--- src/pkg/ptr_consts.vh ---
// Constants of the paper tape reader channel link.
// Assumes inclusion by bare name from the design files only.
// Behaviour
// [RULE_01] Frames carry six bits plus odd parity.
// [RULE_02] Blocks bounded by gap; leading gap is leader.
// [RULE_03] Read command starts tape, one character per transfer.
// [RULE_04] Skip leader; halt within one frame of gap.
// [RULE_05] Halt at gap: end-of-record, clear unit address.
// [RULE_06] Reader always ready; no readiness wait.
// [RULE_07] Program disconnect stops between frames, none lost; the channel stops at once and drops a character strobed in that cycle.
// [RULE_08] Program waits 30 ms between reads; the bench waits 20 cycles (100 ns).
// [RULE_09] Program disconnects only after four characters.
// [RULE_10] Partial compatible read: disconnect within 0.3 ms.
// [RULE_11] End-of-record interrupt only if armed and enabled.
// [RULE_12] Parity or rate error sets channel error.
// [RULE_13] Function 01 end-of-record: disconnect, interrupt together.
// [RULE_14] Input function 01 stops at zero count.
// [RULE_15] Zero count interrupt first, then disconnect.
// [RULE_16] Zero word count interrupt at level 010.
// [RULE_17] Active test skips only when channel inactive.
// [RULE_18] Command bit 9 alerts interlace loading.
// [RULE_19] Reader read command decodes octal 0 02 42604.
// [RULE_20] Four six-bit characters packed per word.
// [RULE_21] No skip while unit address uncleared.
// [RULE_22] Even-ones frame reports parity error.
`ifndef PTR_CONSTS_VH
`define PTR_CONSTS_VH

// Connect command fields: opcode part, interlace bit, device part.
`define PTR_CMD_OP_HI 23
`define PTR_CMD_OP_LO 15
`define PTR_CMD_OP 9'h002
`define PTR_CMD_IL_BIT 14
`define PTR_CMD_DEV_HI 13
`define PTR_CMD_DEV 14'h0584
// Unit address loaded on connect; the value is arbitrary.
`define PTR_UNIT_READER 6'h01
`define PTR_UNIT_NONE 6'h00
// I/O control function codes.
`define PTR_FUNC_RECORD_THEN_DISCONNECT_FUNCTION 2'h0
`define PTR_FUNC_SINGLE_WORD_THEN_DISCONNECT_FUNCTION 2'h1
// Interrupt levels: zero word count 010, end of record 011 (octal).
`define PTR_LVL_ZWC 7'h08
`define PTR_LVL_EOR 7'h09
`define PTR_LVL_NONE 7'h00
// Character slot of the last character in a word.
`define PTR_LAST_SLOT 2'h3
`define PTR_WC_ONE 10'h001
`define PTR_WC_ZERO 10'h000

`endif

--- src/design/ptr_frame_rx.v ---
// Tape frame receiver: synchronises the reader pins and yields frames.
// Assumes the sprocket and data pins are asynchronous to clock.
`timescale 1ns/1ps
`default_nettype none
module ptr_frame_rx (
	input wire clock, // System clock.
	input wire nrst, // Asynchronous reset, active low.
	input wire sprocket_pin, // Sprocket hole sensed, high in frame.
	input wire [6:0] tape_pin, // Six data holes and parity hole.
	output reg frame_stb, // One-cycle pulse per frame.
	output reg [5:0] frame_data, // Frame information bits.
	output reg frame_gap, // Frame holds only the sprocket hole.
	output reg frame_perr // Non-gap frame has even number of ones.
);
	reg [2:0] spr_s;
	reg [6:0] d1, d2, d3;
	reg spr_lvl_r;
	wire spr_rise;

	// A change counts only once the second and third stages agree.
	assign spr_rise = spr_s[1] & spr_s[2] & ~spr_lvl_r;

	always @(posedge clock or negedge nrst) begin
		if (!nrst) begin
			spr_s <= 3'h0;
			d1 <= 7'h00;
			d2 <= 7'h00;
			d3 <= 7'h00;
			spr_lvl_r <= 1'b0;
			frame_stb <= 1'b0;
			frame_data <= 6'h00;
			frame_gap <= 1'b0;
			frame_perr <= 1'b0;
		end else begin
			spr_s <= {spr_s[1:0], sprocket_pin};
			d1 <= tape_pin;
			d2 <= d1;
			d3 <= d2;
			if (spr_s[1] == spr_s[2])
				spr_lvl_r <= spr_s[2];
			frame_stb <= spr_rise;
			if (spr_rise) begin
				frame_data <= d3[5:0];
				frame_gap <= (d3 == 7'h00); // RULE_02
				frame_perr <= (d3 != 7'h00) & ~(^d3); // RULE_22
			end
		end
	end
endmodule
`default_nettype wire

--- src/design/ptr_channel.v ---
// Channel side of the paper tape reader: command decode, block framing,
// word assembly, termination, error flag and channel-active test.
// Assumes commands arrive as one-cycle pulses on the processor clock.
`timescale 1ns/1ps
`default_nettype none
`include "ptr_consts.vh"
module ptr_channel (
	input wire clock, // Processor clock, 200 MHz.
	input wire nrst, // Manual reset, asynchronous, active low.
	input wire cmd_valid, // Connect command word presented.
	input wire [23:0] cmd_word, // Connect command word.
	input wire ioc_valid, // I/O control command presented.
	input wire [1:0] ioc_func, // Input/output function code.
	input wire ioc_zwc_sel, // Zero word count interrupt selected.
	input wire ioc_eor_sel, // End-of-record interrupt selected.
	input wire pot_valid, // Word count and address presented.
	input wire [9:0] pot_count, // Word count.
	input wire [14:0] pot_addr, // Starting memory address.
	input wire disc_valid, // Channel disconnect command pulse.
	input wire cat_valid, // Channel active test pulse.
	input wire eor_armed, // End-of-record interrupt armed.
	input wire irq_enabled, // Interrupt system enabled.
	input wire word_take, // Program takes the held word.
	input wire sprocket_pin, // Reader sprocket hole pin.
	input wire [6:0] tape_pin, // Reader data and parity pins.
	output reg tape_motion, // Reader drive runs tape.
	output reg [5:0] unit_addr, // Channel unit address register.
	output wire channel_active, // Channel active lamp.
	output wire cat_skip, // Skip next instruction, with cat_valid.
	output reg channel_error, // Channel error flip-flop and lamp.
	output reg mem_wr, // Memory store pulse.
	output reg [14:0] mem_addr, // Memory store address.
	output reg [23:0] mem_data, // Memory store word.
	output reg word_ready, // Assembled word waits for program.
	output reg [23:0] word_out, // Assembled word, compatible mode.
	output reg irq_req, // Interrupt request pulse.
	output reg [6:0] irq_level // Interrupt level of the request.
);
	localparam ST_IDLE = 2'h0;
	localparam ST_LEADER = 2'h1;
	localparam ST_BLOCK = 2'h2;

	wire f_stb;
	wire [5:0] f_data;
	wire f_gap;
	wire f_perr;
	wire rd_cmd;
	wire connected;
	wire rate_err;
	wire take_char;
	wire [23:0] full_word;
	wire eor_ok;

	reg [1:0] state_r;
	reg il_r;
	reg [1:0] func_r;
	reg zwc_sel_r;
	reg eor_sel_r;
	reg [9:0] wc_r;
	reg [17:0] asm_r;
	reg [1:0] slot_r;
	reg disc_pend_r;

	ptr_frame_rx u_rx (
		.clock(clock),
		.nrst(nrst),
		.sprocket_pin(sprocket_pin),
		.tape_pin(tape_pin),
		.frame_stb(f_stb),
		.frame_data(f_data),
		.frame_gap(f_gap),
		.frame_perr(f_perr)
	);

	// Reader read connect, any interlace setting.
	assign rd_cmd = cmd_valid
		& (cmd_word[`PTR_CMD_OP_HI:`PTR_CMD_OP_LO] == `PTR_CMD_OP)
		& (cmd_word[`PTR_CMD_DEV_HI:0] == `PTR_CMD_DEV); // RULE_19
	assign connected = (state_r != ST_IDLE);
	assign channel_active = (unit_addr != `PTR_UNIT_NONE);
	// The skip holds off until the unit address has been cleared.
	assign cat_skip = cat_valid & ~channel_active; // RULE_17 RULE_21
	// A character with nowhere to go is a rate error and is dropped.
	assign rate_err = (il_r & (wc_r == `PTR_WC_ZERO))
		| (~il_r & (slot_r == `PTR_LAST_SLOT) & word_ready
		& ~word_take); // RULE_10
	assign take_char = connected & f_stb & ~f_gap & ~disc_valid
		& ~disc_pend_r;
	assign full_word = {asm_r, f_data}; // RULE_20
	assign eor_ok = eor_armed & irq_enabled; // RULE_11

	always @(posedge clock or negedge nrst) begin
		if (!nrst) begin
			state_r <= ST_IDLE;
			tape_motion <= 1'b0;
			unit_addr <= `PTR_UNIT_NONE;
			il_r <= 1'b0;
			func_r <= `PTR_FUNC_RECORD_THEN_DISCONNECT_FUNCTION;
			zwc_sel_r <= 1'b0;
			eor_sel_r <= 1'b0;
			wc_r <= `PTR_WC_ZERO;
			asm_r <= 18'h00000;
			slot_r <= 2'h0;
			disc_pend_r <= 1'b0;
			mem_wr <= 1'b0;
			mem_addr <= 15'h0000;
			mem_data <= 24'h000000;
			word_ready <= 1'b0;
			word_out <= 24'h000000;
			irq_req <= 1'b0;
			irq_level <= `PTR_LVL_NONE;
		end else begin
			mem_wr <= 1'b0;
			irq_req <= 1'b0;
			if (word_take)
				word_ready <= 1'b0;
			if (ioc_valid) begin
				func_r <= ioc_func;
				zwc_sel_r <= ioc_zwc_sel;
				eor_sel_r <= ioc_eor_sel;
			end
			if (pot_valid) begin
				wc_r <= pot_count;
				mem_addr <= pot_addr;
			end
			if (disc_valid || disc_pend_r) begin
				// Stopping here does not wait for a frame boundary; a character strobed now is dropped.
				state_r <= ST_IDLE; // RULE_07
				tape_motion <= 1'b0;
				unit_addr <= `PTR_UNIT_NONE; // RULE_14
				disc_pend_r <= 1'b0;
			end else if (rd_cmd) begin
				// No ready test: the reader starts at once.
				state_r <= ST_LEADER; // RULE_03 RULE_06
				tape_motion <= 1'b1;
				unit_addr <= `PTR_UNIT_READER;
				il_r <= cmd_word[`PTR_CMD_IL_BIT]; // RULE_18
				if (cmd_word[`PTR_CMD_IL_BIT]) begin
					wc_r <= `PTR_WC_ZERO;
					func_r <= `PTR_FUNC_RECORD_THEN_DISCONNECT_FUNCTION;
					zwc_sel_r <= 1'b0;
					eor_sel_r <= 1'b0;
				end
				slot_r <= 2'h0;
				asm_r <= 18'h00000;
			end else if (connected && f_stb && f_gap) begin
				if (state_r == ST_BLOCK) begin
					// Gap after the block ends the record.
					state_r <= ST_IDLE; // RULE_04
					tape_motion <= 1'b0;
					unit_addr <= `PTR_UNIT_NONE; // RULE_05
					if (eor_ok) begin
						irq_req <= 1'b1; // RULE_11
						irq_level <= `PTR_LVL_EOR;
					end
				end
				// Gap ahead of the block is leader and is skipped.
			end else if (take_char) begin
				state_r <= ST_BLOCK; // RULE_02
				if (!rate_err) begin
					slot_r <= slot_r + 2'h1;
					asm_r <= {asm_r[11:0], f_data}; // RULE_03
					if (slot_r == `PTR_LAST_SLOT) begin
						if (il_r) begin
							mem_wr <= 1'b1;
							mem_data <= full_word;
							wc_r <= wc_r - `PTR_WC_ONE;
							if (wc_r == `PTR_WC_ONE
								&& func_r == `PTR_FUNC_SINGLE_WORD_THEN_DISCONNECT_FUNCTION) begin
								if (zwc_sel_r && irq_enabled) begin
									irq_req <= 1'b1; // RULE_15
									irq_level <= `PTR_LVL_ZWC; // RULE_16
									disc_pend_r <= 1'b1;
								end else begin
									// Last character in: drop the unit now.
									state_r <= ST_IDLE; // RULE_14
									tape_motion <= 1'b0;
									unit_addr <= `PTR_UNIT_NONE;
									if (eor_sel_r && eor_ok) begin
										irq_req <= 1'b1; // RULE_13
										irq_level <= `PTR_LVL_EOR;
									end
								end
							end
						end else begin
							word_ready <= 1'b1;
							word_out <= full_word;
						end
					end
				end
			end
			if (mem_wr)
				mem_addr <= mem_addr + 15'h0001;
		end
	end

	// Set wins over the clear done by a new connect.
	always @(posedge clock or negedge nrst) begin
		if (!nrst)
			channel_error <= 1'b0;
		else if (take_char && (f_perr || rate_err))
			channel_error <= 1'b1; // RULE_12 RULE_01
		else if (rd_cmd)
			channel_error <= 1'b0;
	end
endmodule
`default_nettype wire

--- config.mk ---
export PLATFORM = sky130hd
export DESIGN_NAME = ptr_channel
export DESIGN_NICKNAME = d
export VERILOG_FILES = /design/src/design/ptr_frame_rx.v /design/src/design/ptr_channel.v
export VERILOG_INCLUDE_DIRS = /design/src /design/src/pkg
export SDC_FILE = /design/constraint.sdc
export NUM_CORES = 1
export LEC_CHECK = 0
export ABC_AREA = 1
export BUFFER_PORTS_ARGS = -buffer_cell sky130_fd_sc_hd__buf_2
export CORE_MARGIN = 4
export CORE_UTILIZATION = 32
export CTS_CLUSTER_DIAMETER = 100
export DETAILED_ROUTE_END_ITERATION = 6
export GPL_TIMING_DRIVEN = 0
export SETUP_SLACK_MARGIN = 0.5
export SLEW_MARGIN = 20
export SYNTH_ARGS = -nofsm -noshare
export SYNTH_HDL_FRONTEND = slang
export SYNTH_SLANG_ARGS = --single-unit
--- constraint.sdc ---
create_clock -name clock -period 3.9 [get_ports clock]
set_input_delay 0.78 -clock clock [delete_from_list [all_inputs] [get_ports clock]]
set_output_delay 0.78 -clock clock [all_outputs]
set_load 0.03 [all_outputs]
==> results of run 1 <==
[final cells by class]
class	instances	area (um^2)	area share
Clock inverter	15	168	0.0198
Clock buffer	17	425	0.0502
Buffer	31	272	0.0320
Timing Repair Buffer	143	748	0.0883
Sequential cell	142	3550	0.419
Multi-Input combinational cell	504	2610	0.308
Inverter	95	364	0.0430
Tap cell	270	338	0.0399
[report_power, final]
part	leakage, nW	total [mW]	internal [mW]	switching [mW]
Clock	0.286	1.64	0.913	0.730
Sequential	1.83	1.68	1.60	0.0785
Combinational	2.28	0.555	0.183	0.372
[cell usage after synthesis (all sizes together)]
| cell type | number | area [um^2] |
|---|---|---|
| a41oi | 1 | 8.76 |
| a22o | 1 | 8.76 |
| ha | 8 | 100 |
| clkinv | 1 | 3.75 |
| or2 | 2 | 12.5 |
| dfrtp | 142 | 3550 |
| nand3 | 26 | 153 |
| o311ai | 1 | 8.76 |
| o21a | 1 | 7.51 |
| nand2 | 224 | 948 |
| nor2 | 78 | 378 |
| o22ai | 2 | 12.5 |
| o21ai | 95 | 543 |
| a21oi | 11 | 55.1 |
| o221a | 1 | 11.3 |
| xnor2 | 4 | 35.0 |
| buf | 25 | 249 |
| xor2 | 10 | 87.6 |
| conb | 1 | 3.75 |
| nor3 | 9 | 45.0 |
| o211ai | 10 | 75.1 |
| clkbuf | 6 | 22.5 |
| and2 | 1 | 6.26 |
| nand4 | 5 | 31.3 |
| o32ai | 1 | 8.76 |
| mux2 | 3 | 33.8 |
| inv | 94 | 360 |
[worst register-to-register path: cells and delay by family (launching register included)]
family                   cells  cell delay (ps)
flip-flops                   1              400
AND/OR/NAND/NOR              5              570
adder cells (fa/ha/maj)      1              270
AO/OA/AOI/OAI                2              190
buffers and inverters        2              290
[how the worst min path moves through the flow]
stage,startpoint,to,slack (ps),depth (start not counted)
after floorplan,u_rx.d1[0],u_rx.d2[0],330,0
after global placement,u_rx.d1[2],u_rx.d2[2],330,0
after detailed placement,u_rx.d1[0],u_rx.d2[0],330,0
after CTS,nrst,mem_data[9],310,1
after global routing,nrst,mem_data[9],330,1
final,nrst,mem_data[9],310,1
[cell families after synthesis]
logic type | after synthesis | synth area share
simple gates | 345 | 0.233
flops | 142 | 0.525
buf+inv | 126 | 0.0940
compound gates | 124 | 0.109
xor+xnor | 14 | 0.0181
fa+ha+maj | 8 | 0.0148
mux | 3 | 0.00500
other cells | 1 | 0.000555
[registers in the layout, summed over array words and instances, names as in the netlist, 2 cells and up]
| register | count |
|---|---|
| u_rx.spr_s | 3 |
| u_rx.d2 | 7 |
| u_rx.d1 | 7 |
| mem_addr | 15 |
| word_out | 24 |
| func_r | 2 |
| mem_data | 24 |
| asm_r | 18 |
| state_r | 2 |
| u_rx.d3 | 7 |
| slot_r | 2 |
| wc_r | 10 |
| irq_level | 2 |
| u_rx.frame_data | 6 |
[layer usage]
layer	track usage	vias up	wire, um
li1	-	2746	-
met1	0.188	2583	7440
met2	0.244	135	8080
met3	0.0441	14	1040
met4	0.0366	0	155
met5	0	-	0
[through the flow]
stage | setup slack (ps) | hold WS, ps | power (mW)
CTS | 1900 | 313 | 3.93
detailed placement | 1650 | 335 | 2.27
finish | 1940 | 307 | 3.88
global route | 1870 | 325 | 4.08
floorplan | 1920 | 331 | 2.06
global placement | -122 | 332 | 2.25
==> summary.md, run 1 <==
| Metric | Value |
|---|---|
| Critical-path maximum fanout | `5` |
| Setup tns final | `0 ps` |
| Number of core rows | `52` |
| # Post-CTS Setup Buffers | `0` |
| Design area | `~8500 um^2` |
| Post-Syn Area per Cell | `between 8 and 9 um^2` |
| DR vias | `between 5k and 6k` |
| GR Overflow Total | `0` |
| Die width | `153 um` |
| Slew Viols, Final | `0` |
| Seq cells post-synth | `roughly 140` |
| WL per Instance | `roughly 14 um` |
| Die height | `153 um` |
| Pleak | `roughly 4.4 nW` |
| Worst Hold Class | `input pin to asynchronous set/reset pin` |
| CTS resizes | `0` |
| Setup Skew | `7.77 ps` |
| Maximum vdd drop | `about 0.30 mV` |
| Critical Path AT | `~1200 ps` |
| Dpl hpwl | `roughly 12 mm` |
| Clock Tree Buf Depth | `2` |
| Final core utilization | `0.414` |
| Register area share after synthesis | `0.525` |
| Cell Chain, Critical Path | `buf_4, buf_2` |
| RSZ-0062 raised after global routing | `false` |
| ANT cells | `0` |
| Crit path time final | `1960 ps` |
| GP Congestion | `about 0.85` |
| I/O Buffers | `around 140` |
| CTS tree | `done` |
| Nets | `around 1.0k` |
| Clk slew on worst S/H paths | `approximately 70 ps` |
| Antenna Nets Post-Route | `0` |
| Num CTS Buffers | `17` |
| CTS sink cnt | `142` |
| Initial cell density of the core | `0.330` |
| Synthesized area | `about 6800 um^2` |
| Final setup fails | `0` |
| Area Overhead vs Synth | `25.3%` |
| Slew @ Worst Pin | `~600 ps` |
| R2R Path End | `wc_r[4]` |
| Status | `complete, no violations` |
| Worst R2R Start | `wc_r[0]` |
| Crit-path slowest cell | `dfrtp_1` |
| Core ar. | `just over 20000 um^2` |
| Class of the most critical setup path | `flop to output port` |
| Total length of routed wires | `around 17 mm` |
| Max-cap violations | `0` |
| Drc violations | `0` |
| Critical path depth in cells | `2` |
| Final worst-path cycle share | `0.501` |
| Total iterations of the first detailed-routing run | `5` |
| Clock Latency Late Sink | `~430 ps` |
| Commonest non-fill, non-tap cell in the layout | `nand2_1` |
| Slowest stage delay, CP | `roughly 430 ps` |
| R2r setup slk | `roughly 2000 ps` |
| DIE AREA | `23500 um^2` |
| CP Launch Point | `tape_motion` |
| Clock H-tree levels | `4` |
| Fmax | `slightly above 500 MHz` |
| Placed cell count | `roughly 1.2k` |
| Post-Synthesis Cells | `between 700 and 800` |
| Vias/cell | `4.50` |
| Yosys warns | `0` |
| Total global routing track utilization | `0.147` |
| Kind of end point of the critical path | `output port` |
| DRT iter0 DRCs | `roughly 230` |
| CP Capture Point | `tape_motion` |
| Final hold violation count | `0` |
| Share of layout cells above drive strength 1 | `0.290` |
| Worst Path Buf+Inv | `2` |
| Worst path top cell family by delay | `flip-flops` |
| Number of placed I/O pins | `between 150 and 200` |
| Post-Layout Cell Count | `1217` |
| Normalized max-slew margin | `0.594` |
| Worst r2r path cells | `10` |
| DP Area | `7880 um^2` |
| Crit path launch type | `flop` |
| Fillers | `approximately 2.1k` |
| Vias in the first global route | `5588` |
| Root Driver | `clkbuf_16` |
| Pin count of the biggest net entering global routing | `approximately 80` |
| Initial antenna violation count | `0` |
| First-pass GRT wire length | `28.0 mm` |
| Post-synth cell types | `42` |
| Leading cell types in the layout, fill and taps excluded | `nand2_1, buf_2, dfrtp_1` |
| CP required | `3120 ps` |
| Cell Pwr Density | `roughly 460 nW/um^2` |
| CTS Hold Bufs | `0` |
Power figures use the tool's default switching activity.
==> inputs of run 2 (changes only) <==
--- a/config.mk
+++ b/config.mk
@@ -6,7 +6,7 @@
 export SDC_FILE = /design/constraint.sdc
 export NUM_CORES = 1
 export LEC_CHECK = 0
-export ABC_AREA = 1
+export ABC_AREA = 0
 export BUFFER_PORTS_ARGS = -buffer_cell sky130_fd_sc_hd__buf_2
 export CORE_MARGIN = 4
 export CORE_UTILIZATION = 32
==> constraint.sdc (replaced) <==
create_clock -name clock -period 1.75 [get_ports clock]
set_input_delay 0.35 -clock clock [delete_from_list [all_inputs] [get_ports clock]]
set_output_delay 0.35 -clock clock [all_outputs]
set_load 0.03 [all_outputs]
==> run 2 against run 1 <==
The flow now finishes with violations (hold timing, setup timing); setup slack worse by 2300 ps; non-clock buffer count rose by 125; global-route usage grew 1.5 points; die area fell by 9.4%; design area rose by 23%; clock skew is 2.2 ps higher; sequential share of layout area fell by 7.6 points; hold slack worse by 460 ps; largest power group is now the clock network; area after synthesis fell by 9.9%; highest routed layer unchanged; sequential power is 110% higher; combinational power grew 68%; first-iteration DRC count is 12% lower.
==> summary.md, run 2 <==
| Metric | Value |
|---|---|
| Post-synth EDFFs | `0` |
| Worst r2r path cells | `5` |
| Post-Syn Area per Cell | `12.6 um^2` |
| Num CTS Buffers | `17` |
| Antenna Nets Post-Route | `0` |
| Clk slew on worst S/H paths | `70 ps` |
| CTS tree | `done` |
| Slowest stage delay, CP | `approximately 420 ps` |
| Sequential Power Share | `0.430` |
| Critical Path AT | `2380 ps` |
| P_int | `roughly 6.3 mW` |
| Vias/cell | `between 4 and 5` |
| Design Power | `around 8.4 mW` |
| Crit path launch type | `flop` |
| Clock Tree Buf Depth | `2` |
| Worst Path Buf+Inv | `0` |
| RSZ-0062 raised after global routing | `true` |
| Class of the most critical setup path | `flop to flop` |
| Seq cells post-synth | `roughly 140` |
| Final hold violation count | `57` |
| Register area share after synthesis | `0.583` |
| Commonest non-fill, non-tap cell in the layout | `dfrtp_1` |
| Total global routing track utilization | `0.162` |
| Initial cell density of the core | `0.326` |
| Dpl hpwl | `~11 mm` |
| Logic pwr share | `0.112` |
| I/O Buffers | `between 100 and 150` |
| Die height | `146 um` |
| WL per Instance | `~17 um` |
| Nets | `between 800 and 900` |
| ANT cells | `0` |
| Leading cell types in the layout, fill and taps excluded | `dfrtp_1, buf_6, buf_4` |
| Clock Latency Late Sink | `slightly above 400 ps` |
| Area leader, netlist | `dfrtp_1` |
| Final core utilization | `0.556` |
| Sw frac | `0.242` |
| Fmax | `between 400 and 500 MHz` |
| Normalized max-slew margin | `0.626` |
| CTS sink cnt | `142` |
| Pin count of the biggest net entering global routing | `86` |
| Clock share of power | `0.458` |
| Total length of routed wires | `around 18 mm` |
| Largest registers | `mem_data: 24 flops, word_out: 24 flops, asm_r: 18 flops` |
| Kind of end point of the critical path | `flop` |
| DIE AREA | `21300 um^2` |
| Cell Pwr Density | `between 800 and 900 nW/um^2` |
| Failing checks | `hold timing, setup timing` |
| Synth top area share | `0.583` |
| Maximum vdd drop | `0.673 mV` |
| Top post-synthesis cells by area | `dfrtp_1, mux2_2, mux2i_1` |
| Die width | `146 um` |
| Slew @ Worst Pin | `roughly 560 ps` |
| Max-cap violations | `0` |
| WHS | `-149 ps` |
| First-pass GRT wire length | `about 28 mm` |
| Count leader, synth | `dfrtp_1` |
| Clock H-tree levels | `4` |
| CP required | `2050 ps` |
| DR vias | `approximately 4.9k` |
| Cell Chain, Critical Path | `nor4_4, nand4_1, o31a_1, nor4_4, mux2_1` |
| Yosys warns | `0` |
| Status | `complete, but fails checks` |
| R2R Path End | `irq_level[0]` |
| Post-Synthesis Cells | `~480` |
| Critical-path maximum fanout | `3` |
| GP Congestion | `between 0.8 and 0.9` |
| Post-synth cell types | `between 50 and 60` |
| PnR worst setup slack | `-336 ps` |
| Vias in the first global route | `roughly 5.3k` |
| Worst Hold Class | `input pin to asynchronous set/reset pin` |
| Root Driver | `clkbuf_16` |
| GR Overflow Total | `0` |
| Synth cell count leaders | `dfrtp_1, mux2_2, nand2_1, a22o_1, nor2_1` |
| Post-synth ARST share | `1.00` |
| Slew Viols, Final | `0` |
| Pleak | `~5 nW` |
| Sw Pwr | `about 2.0 mW` |
| Total iterations of the first detailed-routing run | `4` |
| Initial antenna violation count | `0` |
| Synthesized area | `about 6100 um^2` |
| Design area | `between 10000 and 15000 um^2` |
| R2r setup slk | `-340 ps` |
| Most common cell type on the critical path | `nor4_4` |
| Worst path top cell family by delay | `simple AND/OR/NAND/NOR gates` |
| Final setup fails | `86` |
| Core ar. | `around 19000 um^2` |
| Number of core rows | `50` |
| Crit path time final | `~2100 ps` |
| Primary FF master, synth | `dfrtp_1` |
| DRT iter0 DRCs | `202` |
| DP Area | `between 7000 and 8000 um^2` |
| Setup Skew | `roughly 10 ps` |
| Final worst-path cycle share | `1.19` |
| Worst R2R Start | `wc_r[8]` |
| Drc violations | `0` |
| Share of layout cells above drive strength 1 | `0.622` |
| Area Overhead vs Synth | `70.8%` |
| Number of placed I/O pins | `between 150 and 200` |
| Crit-path slowest cell | `dfrtp_1` |
-- run 2: layout make-up --
| cell class | instances | area, um^2 |
|---|---|---|
| clock buffers | 21 | 460 |
| inverters | 17 | 63.8 |
| multi-input cells | 300 | 3080 |
| fillers | 1551 | 8300 |
| flip-flops and latches | 142 | 3570 |
| clock inverters | 10 | 161 |
| plain buffers | 34 | 333 |
| well taps | 234 | 293 |
| repair buffers | 265 | 2450 |
-- run 2: cell families after synthesis --
group                    count (synthesis)  share of synthesized area
adder cells (fa/ha/maj)                  8                     0.0164
other                                    1                   0.000615
multiplexers                            73                      0.131
AND/OR/NAND/NOR                        102                     0.0977
flip-flops                             142                      0.583
AO/OA/AOI/OAI                           96                      0.112
XOR/XNOR                                11                     0.0158
buffers and inverters                   51                     0.0431
-- run 2: worst max path at each step --
stage	startpoint	to	slack, ps	depth (start not counted)
global route	wc_r[6]	irq_level[0]	-430	5
finish	wc_r[8]	irq_level[0]	-340	5
floorplan	disc_pend_r	irq_level[0]	-240	5
detailed placement	cmd_word[13]	mem_data[9]	-630	6
CTS	wc_r[0]	mem_data[10]	-330	10
global placement	nrst	mem_wr	-1890	1
-- run 2: power groups by stage --
stage	Combinational, mW	Sequential [mW]	Clock [mW]
after floorplan	0.343	3.67	0
after CTS	0.848	3.59	3.91
final	0.934	3.60	3.83
after global placement	0.640	3.65	0
after global routing	1.02	3.61	4.05
after detailed placement	0.666	3.66	0
-- run 2: worst register-to-register path, stage by stage, from the launching register on --
cell and delay, ps:
dfrtp_1 420, nor4_4 390, nand4_1 220, o31a_1 370, nor4_4 240, mux2_1 340
-- run 2: repair_timing --
item | in CTS | in global routing
hold endpoints to repair | 57 | 57
resized for setup | 272 | 82
pin swaps | 29 | 34
setup buffers | 74 | 40
setup endpoints to repair | 187 | 183
cloned | 7 | 1
-- run 2: stage by stage --
stage               setup TNS, ps  worst slack, ps  cells
detailed placement         -40100             -630    870
CTS                        -19780             -331    982
floorplan                   -7250             -238    493
global route               -25950             -425   1023
finish                     -20020             -336   1023
global placement          -270350            -1890    869
-- run 2: routing by layer --
layer,share of wire,global-route usage,vias up
li1,-,-,2330
met1,0.44,0.209,2454
met2,0.51,0.275,128
met3,0.042,0.0379,19
met4,0.013,0.0433,0
met5,0,0,-
==> inputs of run 3 (changes only) <==
--- a/config.mk
+++ b/config.mk
@@ -8,8 +8,9 @@
 export LEC_CHECK = 0
 export ABC_AREA = 0
 export BUFFER_PORTS_ARGS = -buffer_cell sky130_fd_sc_hd__buf_2
-export CORE_MARGIN = 4
+export CORE_ASPECT_RATIO = 1.1
 export CORE_UTILIZATION = 32
+export CTS_BUF_LIST = sky130_fd_sc_hd__clkbuf_4 sky130_fd_sc_hd__clkbuf_8 sky130_fd_sc_hd__clkbuf_16
 export CTS_CLUSTER_DIAMETER = 100
 export DETAILED_ROUTE_END_ITERATION = 6
 export GPL_TIMING_DRIVEN = 0
==> run 3 against run 2 <==
The run still ends with hold timing, setup timing left; die area fell by 8.0%; sequential share of layout area is 1.2 points higher; first-iteration DRC count increased by 2.5%; utilization down 1.4 points; clock-buffer cell count is 1 higher; register-to-register slack about the same; critical path type unchanged; largest cell class unchanged.
==> summary.md, run 3 (synthesis gave the netlist of run 2 again) <==
| Metric | Value |
|---|---|
| Status | `complete, but fails checks` |
| Failing checks | `hold timing, setup timing` |
| Fillers | `roughly 1.6k` |
| RSZ-0062 raised after global routing | `true` |
| Number of placed I/O pins | `between 150 and 200` |
| Initial antenna violation count | `0` |
| Dpl ws | `-594 ps` |
| Number of core rows | `52` |
| Maximum vdd drop | `0.699 mV` |
| Design area | `about 10000 um^2` |
| Critical Path AT | `2370 ps` |
| Total length of routed wires | `17.4 mm` |
| CTS sink cnt | `approximately 140` |
| Kind of end point of the critical path | `flop` |
| Die width | `134 um` |
| CP required | `roughly 2100 ps` |
| GR Overflow Total | `0` |
| Drc violations | `0` |
| Die height | `~150 um` |
| Critical path depth in cells | `5` |
| Root Driver | `clkbuf_16` |
| CP Capture Point | `irq_level[0]` |
| Final worst-path cycle share | `1.18` |
| Worst R2R Start | `disc_pend_r` |
| Slew @ Worst Pin | `about 760 ps` |
| Class of the most critical setup path | `flop to flop` |
| Placed cell count | `approximately 880` |
| Fmax | `approximately 480 MHz` |
| Area Overhead vs Synth | `65.0%` |
| Post-Layout Cell Count | `1010` |
| GP Congestion | `0.866` |
| Max-cap violations | `0` |
| Clock Latency Late Sink | `420 ps` |
| Vias in the first global route | `5125` |
| Setup Skew | `10.1 ps` |
| CTS tree | `done` |
| Total global routing track utilization | `0.174` |
| Crit path time final | `between 2000 and 2500 ps` |
| Vias/cell | `4.90` |
| Pleak | `about 4.8 nW` |
| Cell Chain, Critical Path | `or2_4, or3_4, o31a_1, nor4_4, mux2_4` |
| Worst Path Buf+Inv | `0` |
| Final core utilization | `0.543` |
| Dpl hpwl | `roughly 10 mm` |
| WL per Instance | `17.2 um` |
| R2r setup slk | `-320 ps` |
| Slew Viols, Final | `0` |
| DP Area | `around 7500 um^2` |
| CP Launch Point | `disc_pend_r` |
| Pin count of the biggest net entering global routing | `between 70 and 80` |
| Num CTS Buffers | `17` |
| Share of layout cells above drive strength 1 | `0.606` |
| Slowest stage delay, CP | `slightly above 400 ps` |
| First-pass GRT wire length | `between 20 and 30 mm` |
| Critical-path maximum fanout | `4` |
| Worst r2r path cells | `5` |
| Crit path launch type | `flop` |
| Commonest non-fill, non-tap cell in the layout | `dfrtp_1` |
| PnR worst setup slack | `-322 ps` |
| Total iterations of the first detailed-routing run | `4` |
| I/O Buffers | `~140` |
| Initial cell density of the core | `0.329` |
| Worst path top cell family by delay | `simple AND/OR/NAND/NOR gates` |
| Final setup fails | `85` |
| DIE AREA | `19600 um^2` |
| Normalized max-slew margin | `0.491` |
| Final hold violation count | `67` |
| Clock Tree Buf Depth | `2` |
| DRT iter0 DRCs | `207` |
| Antenna Nets Post-Route | `0` |
| Crit-path slowest cell | `or3_4` |
| Leading cell types in the layout, fill and taps excluded | `dfrtp_1, buf_6, buf_4` |
| Core ar. | `between 15000 and 20000 um^2` |
| Register area | `3570 um^2` |
| WHS | `-142 ps` |
| Nets | `roughly 830` |
| Clk slew on worst S/H paths | `about 60 ps` |
| Multi-input gate area | `approximately 3000 um^2` |
| Clock H-tree levels | `4` |
| DR vias | `a little under 5k` |
| ANT cells | `0` |
| Cell Pwr Density | `roughly 830 nW/um^2` |
| Worst Hold Class | `input pin to asynchronous set/reset pin` |
| R2R Path End | `irq_level[0]` |
| Largest registers | `mem_data: 24 flops, word_out: 24 flops, asm_r: 18 flops` |
[run 3: cell types whose count changed in the layout (fill, tap and decap cells not counted), sizes merged]
cell / before / now
buf: 288 / 270
clkbuf: 32 / 29
bufinv: 4 / 3
clkinvlp: 3 / 4
inv: 18 / 17
[run 3: worst min-delay path by stage]
stage / start / slack [ps] / depth (start not counted) / endpoint
5_1_grt: nrst / -100 / 1 / wc_r[7]
3_3_place_gp: u_rx.d2[0] / 330 / 0 / u_rx.d3[0]
3_5_place_dp: nrst / 330 / 1 / wc_r[6]
6_report: nrst / -140 / 1 / wc_r[6]
2_1_floorplan: nrst / 50 / 0 / asm_r[0]
4_1_cts: nrst / -120 / 1 / wc_r[6]
[run 3: through the flow]
stage	TNS [ps]	power, mW
2_1_floorplan	-7250	4.01
3_5_place_dp	-37600	4.32
6_report	-18780	8.33
3_3_place_gp	-267500	4.29
5_1_grt	-24720	8.63
4_1_cts	-19170	8.30
[run 3: layout make-up]
cell class                 count  share of cell area
timing repair buffer         243               0.218
tap                          243              0.0302
clock buffer                  22              0.0485
multi-input combinational    300               0.298
sequential                   142               0.355
inverter                      17             0.00634
buffer                        34              0.0305
clock inverter                 9              0.0133
[run 3: timing repair]
action,4_1_cts,5_1_grt
endpoints found under the setup margin,187,188
gates cloned,3,0
endpoints found under the hold margin,67,67
pin swaps,29,30
gates resized for setup,242,93
buffers inserted,59,38
[run 3: layer usage]
layer | GRT usage | vias to the layer above | wire (um)
met2 | 0.296 | 129 | 9040
met4 | 0.0693 | 0 | 349
met3 | 0.0445 | 31 | 722
li1 | - | 2283 | -
met1 | 0.209 | 2502 | 7250
met5 | 0 | - | 0
[run 3: report_power, final]
| part | leakage (nW) | total, mW | switching [mW] | internal (mW) |
|---|---|---|---|---|
| sequential | 1.82 | 3.59 | 0.158 | 3.43 |
| combinational | 2.68 | 0.961 | 0.498 | 0.463 |
| clock | 0.294 | 3.78 | 1.38 | 2.40 |
